===== src/design/adc_defs.svh =====
`ifndef ADC_DEFS_SVH
`define ADC_DEFS_SVH

// ----------------------------------------
// Speed mode sample-rate limits (kHz)
// ----------------------------------------
`define ADC_FS_SINGLE_MAX_KHZ 8'd54
`define ADC_FS_DOUBLE_MAX_KHZ 8'd108
`define ADC_FS_QUAD_MAX_KHZ   8'd216

// ----------------------------------------
// Group delay in output sample periods
// ----------------------------------------
`define ADC_GD_SINGLE 4'd12
`define ADC_GD_DOUBLE 4'd9
`define ADC_GD_QUAD   4'd5
`define ADC_GD_DEPTH  12

// ----------------------------------------
// High-pass filter
// ----------------------------------------
`define ADC_HPF_SHIFT 13

// ----------------------------------------
// Overflow hold, in sample periods
// ----------------------------------------
`define ADC_OVERFLOW_INDICATOR_HOLD 131071
`define ADC_OVERFLOW_INDICATOR_W    17

// ----------------------------------------
// Serial port framing
// ----------------------------------------
`define ADC_WORD_W      24
`define ADC_BCLK_PER_FS 64
`define ADC_DIV_EVEN    2'd2
`define ADC_DIV_THIRD   2'd3

`endif


===== src/design/adc_pkg.sv =====
package adc_pkg;
	typedef enum logic [2:0] {
		ADC_SPD_SINGLE = 3'b001,
		ADC_SPD_DOUBLE = 3'b010,
		ADC_SPD_QUAD   = 3'b100
	} adc_speed_t;

	typedef logic signed [23:0] adc_sample_t;
endpackage : adc_pkg


===== src/design/adc_overflow_indicator_if.sv =====
`timescale 1ns/1ps
interface adc_overflow_indicator_if;
	logic sample_tick;
	logic overrange;
	logic flag;

	modport owner (output sample_tick, output overrange, input flag);
	modport timer (input sample_tick, input overrange, output flag);
endinterface : adc_overflow_indicator_if


===== src/design/adc_back_end.sv =====
// Function
// - Speed mode is single from 2 to 54 kHz, double from 54 to 108 kHz and quad from 108 to 216 kHz.
// - The filter path delays samples by 12, 9 or 5 output sample periods in single, double or quad mode.
// - All filter characteristics scale exactly with the output sample rate.
// - The optional DC-removal high-pass has its -3 dB corner near 1 Hz at 48 kHz.
// - After an overrange the overflow indicator stays set for 2^17-1 sample periods.
// - The serial port is a bit clock, a frame clock and a serial data output.
// - As master in I2S or left-justified format the bit clock is 64 times the sample rate.
// - As master the bit clock duty is 50%, or is one third with the alternate divider.
`timescale 1ns/1ps
`include "adc_defs.svh"
module adc_back_end #(
	parameter int OVERFLOW_INDICATOR_HOLD = `ADC_OVERFLOW_INDICATOR_HOLD,
	parameter int HPF_SHIFT = `ADC_HPF_SHIFT
) (
	input  wire logic               i_clk_sys,          // Master clock
	input  wire logic               i_sys_rst,          // Sync reset, high
	input  wire logic [7:0]         i_fs_khz,           // Sample rate in kHz
	input  wire logic               i_master_mode,      // 1: drive clocks
	input  wire logic               i_fmt_i2s,          // 1: I2S, 0: left-justified
	input  wire logic               i_divider_select,   // 1: one-third duty
	input  wire logic               i_hpf_enable,       // DC removal on
	input  wire logic               i_smp_valid,        // New decimated sample pair
	input  wire adc_pkg::adc_sample_t i_smp_left,       // Left sample
	input  wire adc_pkg::adc_sample_t i_smp_right,      // Right sample
	input  wire logic               i_overrange,        // Modulator overrange
	input  wire logic               i_bit_clk,          // Bit clock pin in
	output logic                    o_bit_clk,          // Bit clock pin out
	output logic                    o_bit_clk_oe_n,     // Bit clock drive, low
	input  wire logic               i_frame_clock,      // Frame clock pin in
	output logic                    o_frame_clock,      // Frame clock pin out
	output logic                    o_frame_clock_oe_n, // Frame clock drive, low
	output logic                    o_serial_data_out,  // Serial data
	output logic                    o_overflow_indicator, // Overflow held
	output adc_pkg::adc_speed_t     o_speed_mode        // Current speed mode
);
	import adc_pkg::*;

	// ----------------------------------------
	// Speed mode and delay tap
	// ----------------------------------------
	adc_speed_t next_speed;
	adc_speed_t speed;
	logic [3:0] gd_tap;

	assign next_speed = (i_fs_khz <= `ADC_FS_SINGLE_MAX_KHZ) ? ADC_SPD_SINGLE :
	                    (i_fs_khz <= `ADC_FS_DOUBLE_MAX_KHZ) ? ADC_SPD_DOUBLE : ADC_SPD_QUAD;

	always_comb begin
		case (speed)
			ADC_SPD_SINGLE: gd_tap = `ADC_GD_SINGLE - 4'd1;
			ADC_SPD_DOUBLE: gd_tap = `ADC_GD_DOUBLE - 4'd1;
			ADC_SPD_QUAD:   gd_tap = `ADC_GD_QUAD - 4'd1;
			default:        gd_tap = `ADC_GD_SINGLE - 4'd1;
		endcase
	end

	always_ff @(posedge i_clk_sys) begin
		if (i_sys_rst)
			speed <= ADC_SPD_SINGLE;
		else
			speed <= next_speed;
	end

	// ----------------------------------------
	// DC-removal high-pass, per channel
	// ----------------------------------------
	// Fixed shift per sample: the corner is a fraction of Fs, so it scales
	adc_sample_t hpf_out [2];
	adc_sample_t hpf_in  [2];
	assign hpf_in[0] = i_smp_left;
	assign hpf_in[1] = i_smp_right;

	genvar ch;
	generate
		for (ch = 0; ch < 2; ch++) begin : g_hpf
			logic signed [23+HPF_SHIFT:0] acc;
			logic signed [24:0]           diff;
			logic signed [23:0]           dc;
			assign dc   = 24'(acc >>> HPF_SHIFT);
			assign diff = 25'(hpf_in[ch]) - 25'(dc);
			assign hpf_out[ch] = !i_hpf_enable ? hpf_in[ch] :
			                     (diff[24] != diff[23]) ? {diff[24], {23{~diff[24]}}} : diff[23:0];
			always_ff @(posedge i_clk_sys) begin
				if (i_sys_rst || !i_hpf_enable)
					acc <= '0;
				else if (i_smp_valid)
					acc <= acc + (24+HPF_SHIFT)'(diff);
			end
		end
	endgenerate

	// ----------------------------------------
	// Group delay line
	// ----------------------------------------
	adc_sample_t dly_l [`ADC_GD_DEPTH];
	adc_sample_t dly_r [`ADC_GD_DEPTH];

	genvar k;
	generate
		for (k = 0; k < `ADC_GD_DEPTH; k++) begin : g_dly
			adc_sample_t src_l;
			adc_sample_t src_r;
			// Head stage feeds from the filter; no index below zero is ever built
			if (k == 0) begin : g_head
				assign src_l = hpf_out[0];
				assign src_r = hpf_out[1];
			end else begin : g_tail
				assign src_l = dly_l[k-1];
				assign src_r = dly_r[k-1];
			end
			always_ff @(posedge i_clk_sys) begin
				if (i_sys_rst) begin
					dly_l[k] <= '0;
					dly_r[k] <= '0;
				end else if (i_smp_valid) begin
					dly_l[k] <= src_l;
					dly_r[k] <= src_r;
				end
			end
		end
	endgenerate

	// ----------------------------------------
	// Overflow hold
	// ----------------------------------------
	adc_overflow_indicator_if ovf ();
	assign ovf.sample_tick = i_smp_valid;
	assign ovf.overrange   = i_overrange;
	assign o_overflow_indicator = ovf.flag;

	adc_overflow_indicator_timer #(.HOLD(OVERFLOW_INDICATOR_HOLD)) u_overflow_indicator (
		.i_clk_sys (i_clk_sys),
		.i_sys_rst (i_sys_rst),
		.ovf       (ovf.timer)
	);

	// ----------------------------------------
	// Pin synchronisers for slave clocks
	// ----------------------------------------
	logic bclk_s1, bclk_s2, bclk_s3;
	logic fclk_s1, fclk_s2;

	always_ff @(posedge i_clk_sys) begin
		if (i_sys_rst) begin
			bclk_s1 <= 1'b0;
			bclk_s2 <= 1'b0;
			bclk_s3 <= 1'b0;
			fclk_s1 <= 1'b0;
			fclk_s2 <= 1'b0;
		end else begin
			bclk_s1 <= i_bit_clk;
			bclk_s2 <= bclk_s1;
			bclk_s3 <= bclk_s2;
			fclk_s1 <= i_frame_clock;
			fclk_s2 <= fclk_s1;
		end
	end

	// ----------------------------------------
	// Master bit clock divider
	// ----------------------------------------
	// High for one master cycle: 50% at divide-by-2, 33% at divide-by-3
	logic [1:0] div_cnt;
	logic [1:0] div_per;
	logic [1:0] next_div;
	logic       bclk_gen;

	assign div_per  = i_divider_select ? `ADC_DIV_THIRD : `ADC_DIV_EVEN;
	assign next_div = (div_cnt >= div_per - 2'd1) ? 2'd0 : div_cnt + 2'd1;

	always_ff @(posedge i_clk_sys) begin
		if (i_sys_rst || !i_master_mode) begin
			div_cnt  <= 2'd0;
			bclk_gen <= 1'b0;
		end else begin
			div_cnt  <= next_div;
			bclk_gen <= (next_div == 2'd0);
		end
	end

	// ----------------------------------------
	// Serializer
	// ----------------------------------------
	logic       fall;
	logic       frame_lvl;
	logic       frame_prev;
	logic       frame_edge;
	logic       half;
	logic [4:0] pos;
	logic       next_half;
	logic [4:0] next_pos;
	logic        word_start;
	logic [31:0] slot;
	adc_sample_t word_l;
	adc_sample_t word_r;
	adc_sample_t cur_word;
	logic       sdata;
	logic       fout;

	// Shift events only on the falling bit clock edge
	assign fall = i_master_mode ? bclk_gen : (bclk_s3 && !bclk_s2);
	assign frame_lvl  = fclk_s2;
	assign frame_edge = (frame_lvl != frame_prev);

	// Master counts 64 bit clocks per frame; slave resyncs on each frame edge
	assign {next_half, next_pos} = i_master_mode ? {half, pos} + 6'd1 :
	                               frame_edge ? {frame_lvl ^ ~i_fmt_i2s, 5'd0} :
	                               (pos == 5'd31) ? {half, pos} : {half, pos} + 6'd1;

	assign word_start = !next_half && (next_pos == 5'd0);
	// Left word latches on the edge its first bit leaves, so bypass the latch then
	assign cur_word   = word_start ? dly_l[gd_tap] : (next_half ? word_r : word_l);
	// I2S lags the frame edge by one bit; LJ starts on it; spare slot bits are 0
	assign slot       = i_fmt_i2s ? {1'b0, cur_word, 7'h00} : {cur_word, 8'h00};

	always_ff @(posedge i_clk_sys) begin
		if (i_sys_rst) begin
			half       <= 1'b1;
			pos        <= 5'd31;
			frame_prev <= 1'b0;
			word_l     <= '0;
			word_r     <= '0;
			sdata      <= 1'b0;
			fout       <= 1'b0;
		end else if (fall) begin
			half       <= next_half;
			pos        <= next_pos;
			frame_prev <= frame_lvl;
			sdata      <= slot[5'd31 - next_pos];
			fout       <= next_half ^ ~i_fmt_i2s;
			if (word_start) begin
				word_l <= dly_l[gd_tap];
				word_r <= dly_r[gd_tap];
			end
		end
	end

	// ----------------------------------------
	// Pins
	// ----------------------------------------
	assign o_bit_clk          = bclk_gen;
	assign o_bit_clk_oe_n     = ~i_master_mode;
	assign o_frame_clock      = fout;
	assign o_frame_clock_oe_n = ~i_master_mode;
	assign o_serial_data_out  = sdata;
	assign o_speed_mode       = speed;
endmodule : adc_back_end


===== src/design/adc_overflow_indicator_timer.sv =====
`timescale 1ns/1ps
`include "adc_defs.svh"
module adc_overflow_indicator_timer #(
	parameter int HOLD = `ADC_OVERFLOW_INDICATOR_HOLD
) (
	input  wire logic  i_clk_sys, // System clock
	input  wire logic  i_sys_rst, // Sync reset, high
	adc_overflow_indicator_if.timer  ovf        // Overrange in, flag out
);
	logic [`ADC_OVERFLOW_INDICATOR_W-1:0] cnt;
	logic [`ADC_OVERFLOW_INDICATOR_W-1:0] next_cnt;
	logic                   flag;

	// Overrange reloads even while counting down: a fresh event wins
	assign next_cnt = ovf.overrange ? HOLD[`ADC_OVERFLOW_INDICATOR_W-1:0] :
	                  (ovf.sample_tick && cnt != '0) ? cnt - 1'b1 : cnt;

	always_ff @(posedge i_clk_sys) begin
		if (i_sys_rst) begin
			cnt  <= '0;
			flag <= 1'b0;
		end else begin
			cnt  <= next_cnt;
			flag <= (next_cnt != '0);
		end
	end

	assign ovf.flag = flag;
endmodule : adc_overflow_indicator_timer


===== config.mk =====
export PLATFORM = sky130hd
export DESIGN_NAME = adc_back_end
export DESIGN_NICKNAME = d
export VERILOG_FILES = /design/src/design/adc_pkg.sv /design/src/design/adc_overflow_indicator_if.sv /design/src/design/adc_back_end.sv /design/src/design/adc_overflow_indicator_timer.sv
export VERILOG_INCLUDE_DIRS = /design/src /design/src/design
export SDC_FILE = /design/constraint.sdc
export NUM_CORES = 1
export LEC_CHECK = 0
export BUFFER_PORTS_ARGS = -buffer_cell sky130_fd_sc_hd__buf_2
export CAP_MARGIN = 5
export CORE_MARGIN = 8
export CORE_UTILIZATION = 45
export CTS_CLUSTER_DIAMETER = 40
export DETAILED_ROUTE_END_ITERATION = 16
export HOLD_SLACK_MARGIN = 0.15
export PLACE_DENSITY = 0.75
export SYNTH_ARGS = -nofsm -noshare
export SYNTH_HDL_FRONTEND = slang
export SYNTH_HIERARCHICAL = 1
export SYNTH_SLANG_ARGS = --single-unit
export TNS_END_PERCENT = 10

===== constraint.sdc =====
create_clock -name i_clk_sys -period 11.8 [get_ports i_clk_sys]
set_input_delay 2.36 -clock i_clk_sys [delete_from_list [all_inputs] [get_ports i_clk_sys]]
set_output_delay 2.36 -clock i_clk_sys [all_outputs]
set_load 0.1 [all_outputs]

==> reports/metrics.cfg <==
[route]
routed_wire_length_per_instance_um = 16.9
detail_route.wirelength_um = 73100
vias = 23400
detail_route.drc_violations = 0
drtPass1Iterations = 5
route.antenna.remaining_nets = 0
vias_per_cell = 5.40
drtIter0Drc = 1829

[clock_tree]
cts_tree = yes
cts_buffers = 103
cts_max_level = 3
clock_tree.root_cell = sky130_fd_sc_hd__clkbuf_16
cts_sinks = 736
cts.hold.buffers_added = 0
ctsResizeCount = 0
post-cts-setup-buffers = 0
cts.clk_slew.worst_paths_ps = 60
clkLatencyLatePin_ps = 650
cts.path.max_buffers = 3

[sta]
grt_setup_unrepaired = false
timing.final.setup_violations = 0
tightest_slew_ps = 1190
hold_viol = 0
layout_worst_path_cycle_share_pct = 63.0
fin_setup_tns_ps = 0
timing.final.crit_period_ps = 7440
maxClockFrequency_ghz = 0.134
timing.slew.headroom_pct = 18.8
final.hold.worst_slack_ps = 432
slew_viol_final = 0
largest_clock_skew_in_the_final_design_ps = 16.9

[synth]
synth-seq-cells = 736
seq_area_frac_synth_pct = 56.5
synth_ff_type = sky130_fd_sc_hd__edfxtp_1
syn-instance-count = 3141
yosys_warnings = 6
yosys.area.top_type = sky130_fd_sc_hd__edfxtp_1
synth_largest_type_area_fraction_pct = 47.7
synthesized_area_per_cell_sq_um = 11.5
netlist_area_sq_um = 36300
synth.net_count = 3343
synth-edff-count = 576
synth_area_leaders = sky130_fd_sc_hd__edfxtp_1 (48%), sky130_fd_sc_hd__and2_1 (9.3%), sky130_fd_sc_hd__dfxtp_1 (8.8%)
asyncSetResetFlopFracSynth_pct = 0
synth_cell_types = 98

[critical_path]
worstRegToRegCells = 21
maximum_single_stage_delay_on_the_critical_path_ps = 590
rr_endpoint = g_hpf[0].acc[36]$_SDFFE_PP0P_
rrSetupSlack_ps = 5750
maximum_net_fanout_on_the_critical_path = 12
timing_worst_setup_path_type = primary input to flop
r2r-start = g_hpf[0].acc[13]$_SDFFE_PP0P_
path_cells = buf_2 -> inv_1 -> ha_1 -> inv_1 -> fa_1 -> a21oi_1 -> nor2_1 -> or4_1 -> a2111oi_2 -> or3_1 -> a31o_2 -> a21oi_1 -> inv_1 -> ha_1 -> a21o_1 -> a21oi_1 -> or3b_1 -> o21ai_0 -> a31oi_1 -> a41o_1 -> and4_1 -> o311ai_1 -> o41ai_1
slowest_stage_cell_on_the_critical_path = sky130_fd_sc_hd__or4_1
critical_path.endpoint_type = flop
worst_setup_path_startpoint = i_smp_left[0]
critPathLaunchType = primary input
data_required_time_at_the_worst_endpoint_ps = 12320
worstPathArrival_ps = 7960

[flow_run]
maxCapViolations = 0

[outcome]
run_status = completed

[grt]
grt_overflow_total = 0
via_count_of_the_first_global_routing_pass = 22500
globalRouteTotalUtil_pct = 15.8
grt_antenna_before_repair = 3
global_route_wire_length_before_repair_um = 117000
largest_net_degree_at_the_start_of_global_routing = 194

[floorplan]
placeableCoreArea_sq_um = 80200
fp.dieW_um = 300
die_h_um = 300
boundaryPins = 75
initial_utilization_pct = 45.3
design.die.area_sq_um = 89900
num_rows = 104

[pwr]
irDropWorstVdd_mv = 0.135
powerDensity_nw_per_um2 = 174
p_leak_nw = 16.3

[worst_hold_path]
min-delay-start = bclk_s1$_SDFF_PP0_
hold_depth = 1
timing.hold.worst.class = flop to flop
worstHoldEndpoint = bclk_s2$_SDFF_PP0_

[finish]
area_growth_pct = 13.1
layout.core_utilization_pct = 51.2
layout_commonest_cell = sky130_fd_sc_hd__edfxtp_1
nets = 3382
top_library_cells_by_usage_in_the_layout_fill_and_taps_aside = sky130_fd_sc_hd__edfxtp_1 (576), sky130_fd_sc_hd__and2_1 (538), sky130_fd_sc_hd__a21oi_1 (190), sky130_fd_sc_hd__nand2_1 (175), sky130_fd_sc_hd__dfxtp_1 (160)
insertedDiodeCount = 0
fraction_of_layout_instances_using_a_drive_strength_above_1_pct = 10.3

[placement]
place.gp.congestion = 0.886
io_buffer_count = 74
hpwlAfterDp_um = 47200

sequential cells by signal, indices dropped and copies added, names as in the netlist, 3 cells and up:
register                  count
u_overflow_indicator/cnt     17
o_speed_mode                  3
word_l                       24
dly_r                       288
dly_l                       288
g_hpf.acc                    74
word_r                       24
pos                           5
stage by stage:
| stage | area [sq um] | instances | total power, mW | setup slack [ps] |
|---|---|---|---|---|
| 3_5_place_dp | 37500 | 4135 | 4.10 | 3740 |
| 2_1_floorplan | 36300 | 3141 | 3.89 | 516 |
| 4_1_cts | 41000 | 4327 | 7.22 | 4430 |
| 6_report | 41000 | 4327 | 7.16 | 4360 |
| 3_3_place_gp | 37500 | 4135 | 4.08 | 3770 |
| 5_1_grt | 41000 | 4327 | 7.46 | 3980 |
how the worst max path moves through the flow:
| stage | endpoint | cells after the start |
|---|---|---|
| 6_report | g_hpf[0].acc[36]$_SDFFE_PP0P_ | 23 |
| 5_1_grt | g_hpf[0].acc[36]$_SDFFE_PP0P_ | 23 |
| 4_1_cts | g_hpf[0].acc[36]$_SDFFE_PP0P_ | 23 |
| 3_5_place_dp | g_hpf[0].acc[36]$_SDFFE_PP0P_ | 23 |
| 3_3_place_gp | g_hpf[0].acc[36]$_SDFFE_PP0P_ | 23 |
| 2_1_floorplan | dly_l[0][0]$_SDFFCE_PN0P_ | 5 |
critical path, delay by kind of cell:
kind                     cells  cell delay (ps)
AO/OA/AOI/OAI               11             2540
AND/OR/NAND/NOR              5             1500
adder cells (fa/ha/maj)      3              970
buffers and inverters        4              610
kinds of logic after synthesis:
| logic type | synth area share, % |
|---|---|
| DFF | 56.5 |
| muxes | 2.85 |
| and+or+nand+nor | 17.0 |
| AOI/OAI and AO/OA | 12.9 |
| adders and majority gates | 4.88 |
| buffers and inverters | 3.08 |
| xor gates and xnor gates | 2.73 |
power breakdown:
group          switching (mW)  internal, mW
Combinational           0.624         0.398
Clock                    1.25          1.85
Sequential             0.0667          2.97
synthesized netlist by cell type, drive strengths merged (13+ instances only):
cell type,n
a21oi,193
a31oi,23
mux2i,95
clkbuf,132
a211o,13
o211ai,41
o21ai,83
nand2,175
or3,20
o31ai,21
nor3,39
dfxtp,160
o21bai,16
o221ai,13
inv,101
and2,538
nand2b,36
a21o,65
nor4,13
nor2,145
and3,18
buf,32
edfxtp,576
nand4,13
a211oi,28
xnor2,76
xor2,36
a221o,44
nand3,33
o22ai,24
o22a,14
ha,132
nor2b,30
o21a,26
cell type report:
type | instances | area (sq um)
multi-input cells | 2139 | 14700
clock buffers | 116 | 2680
repair buffers | 98 | 578
fillers | 6937 | 39100
clock inverters | 76 | 872
flip-flops and latches | 736 | 20500
well taps | 1060 | 1330
inverters | 102 | 383
routing by layer:
layer	routed length (um)	GRT usage, %	vias up
met5	41	0	-
li1	-	-	11600
met3	3440	2.96	147
met2	33600	25.0	478
met4	2450	6.25	6
met1	33500	21.3	11200
Power figures use the tool's default switching activity.
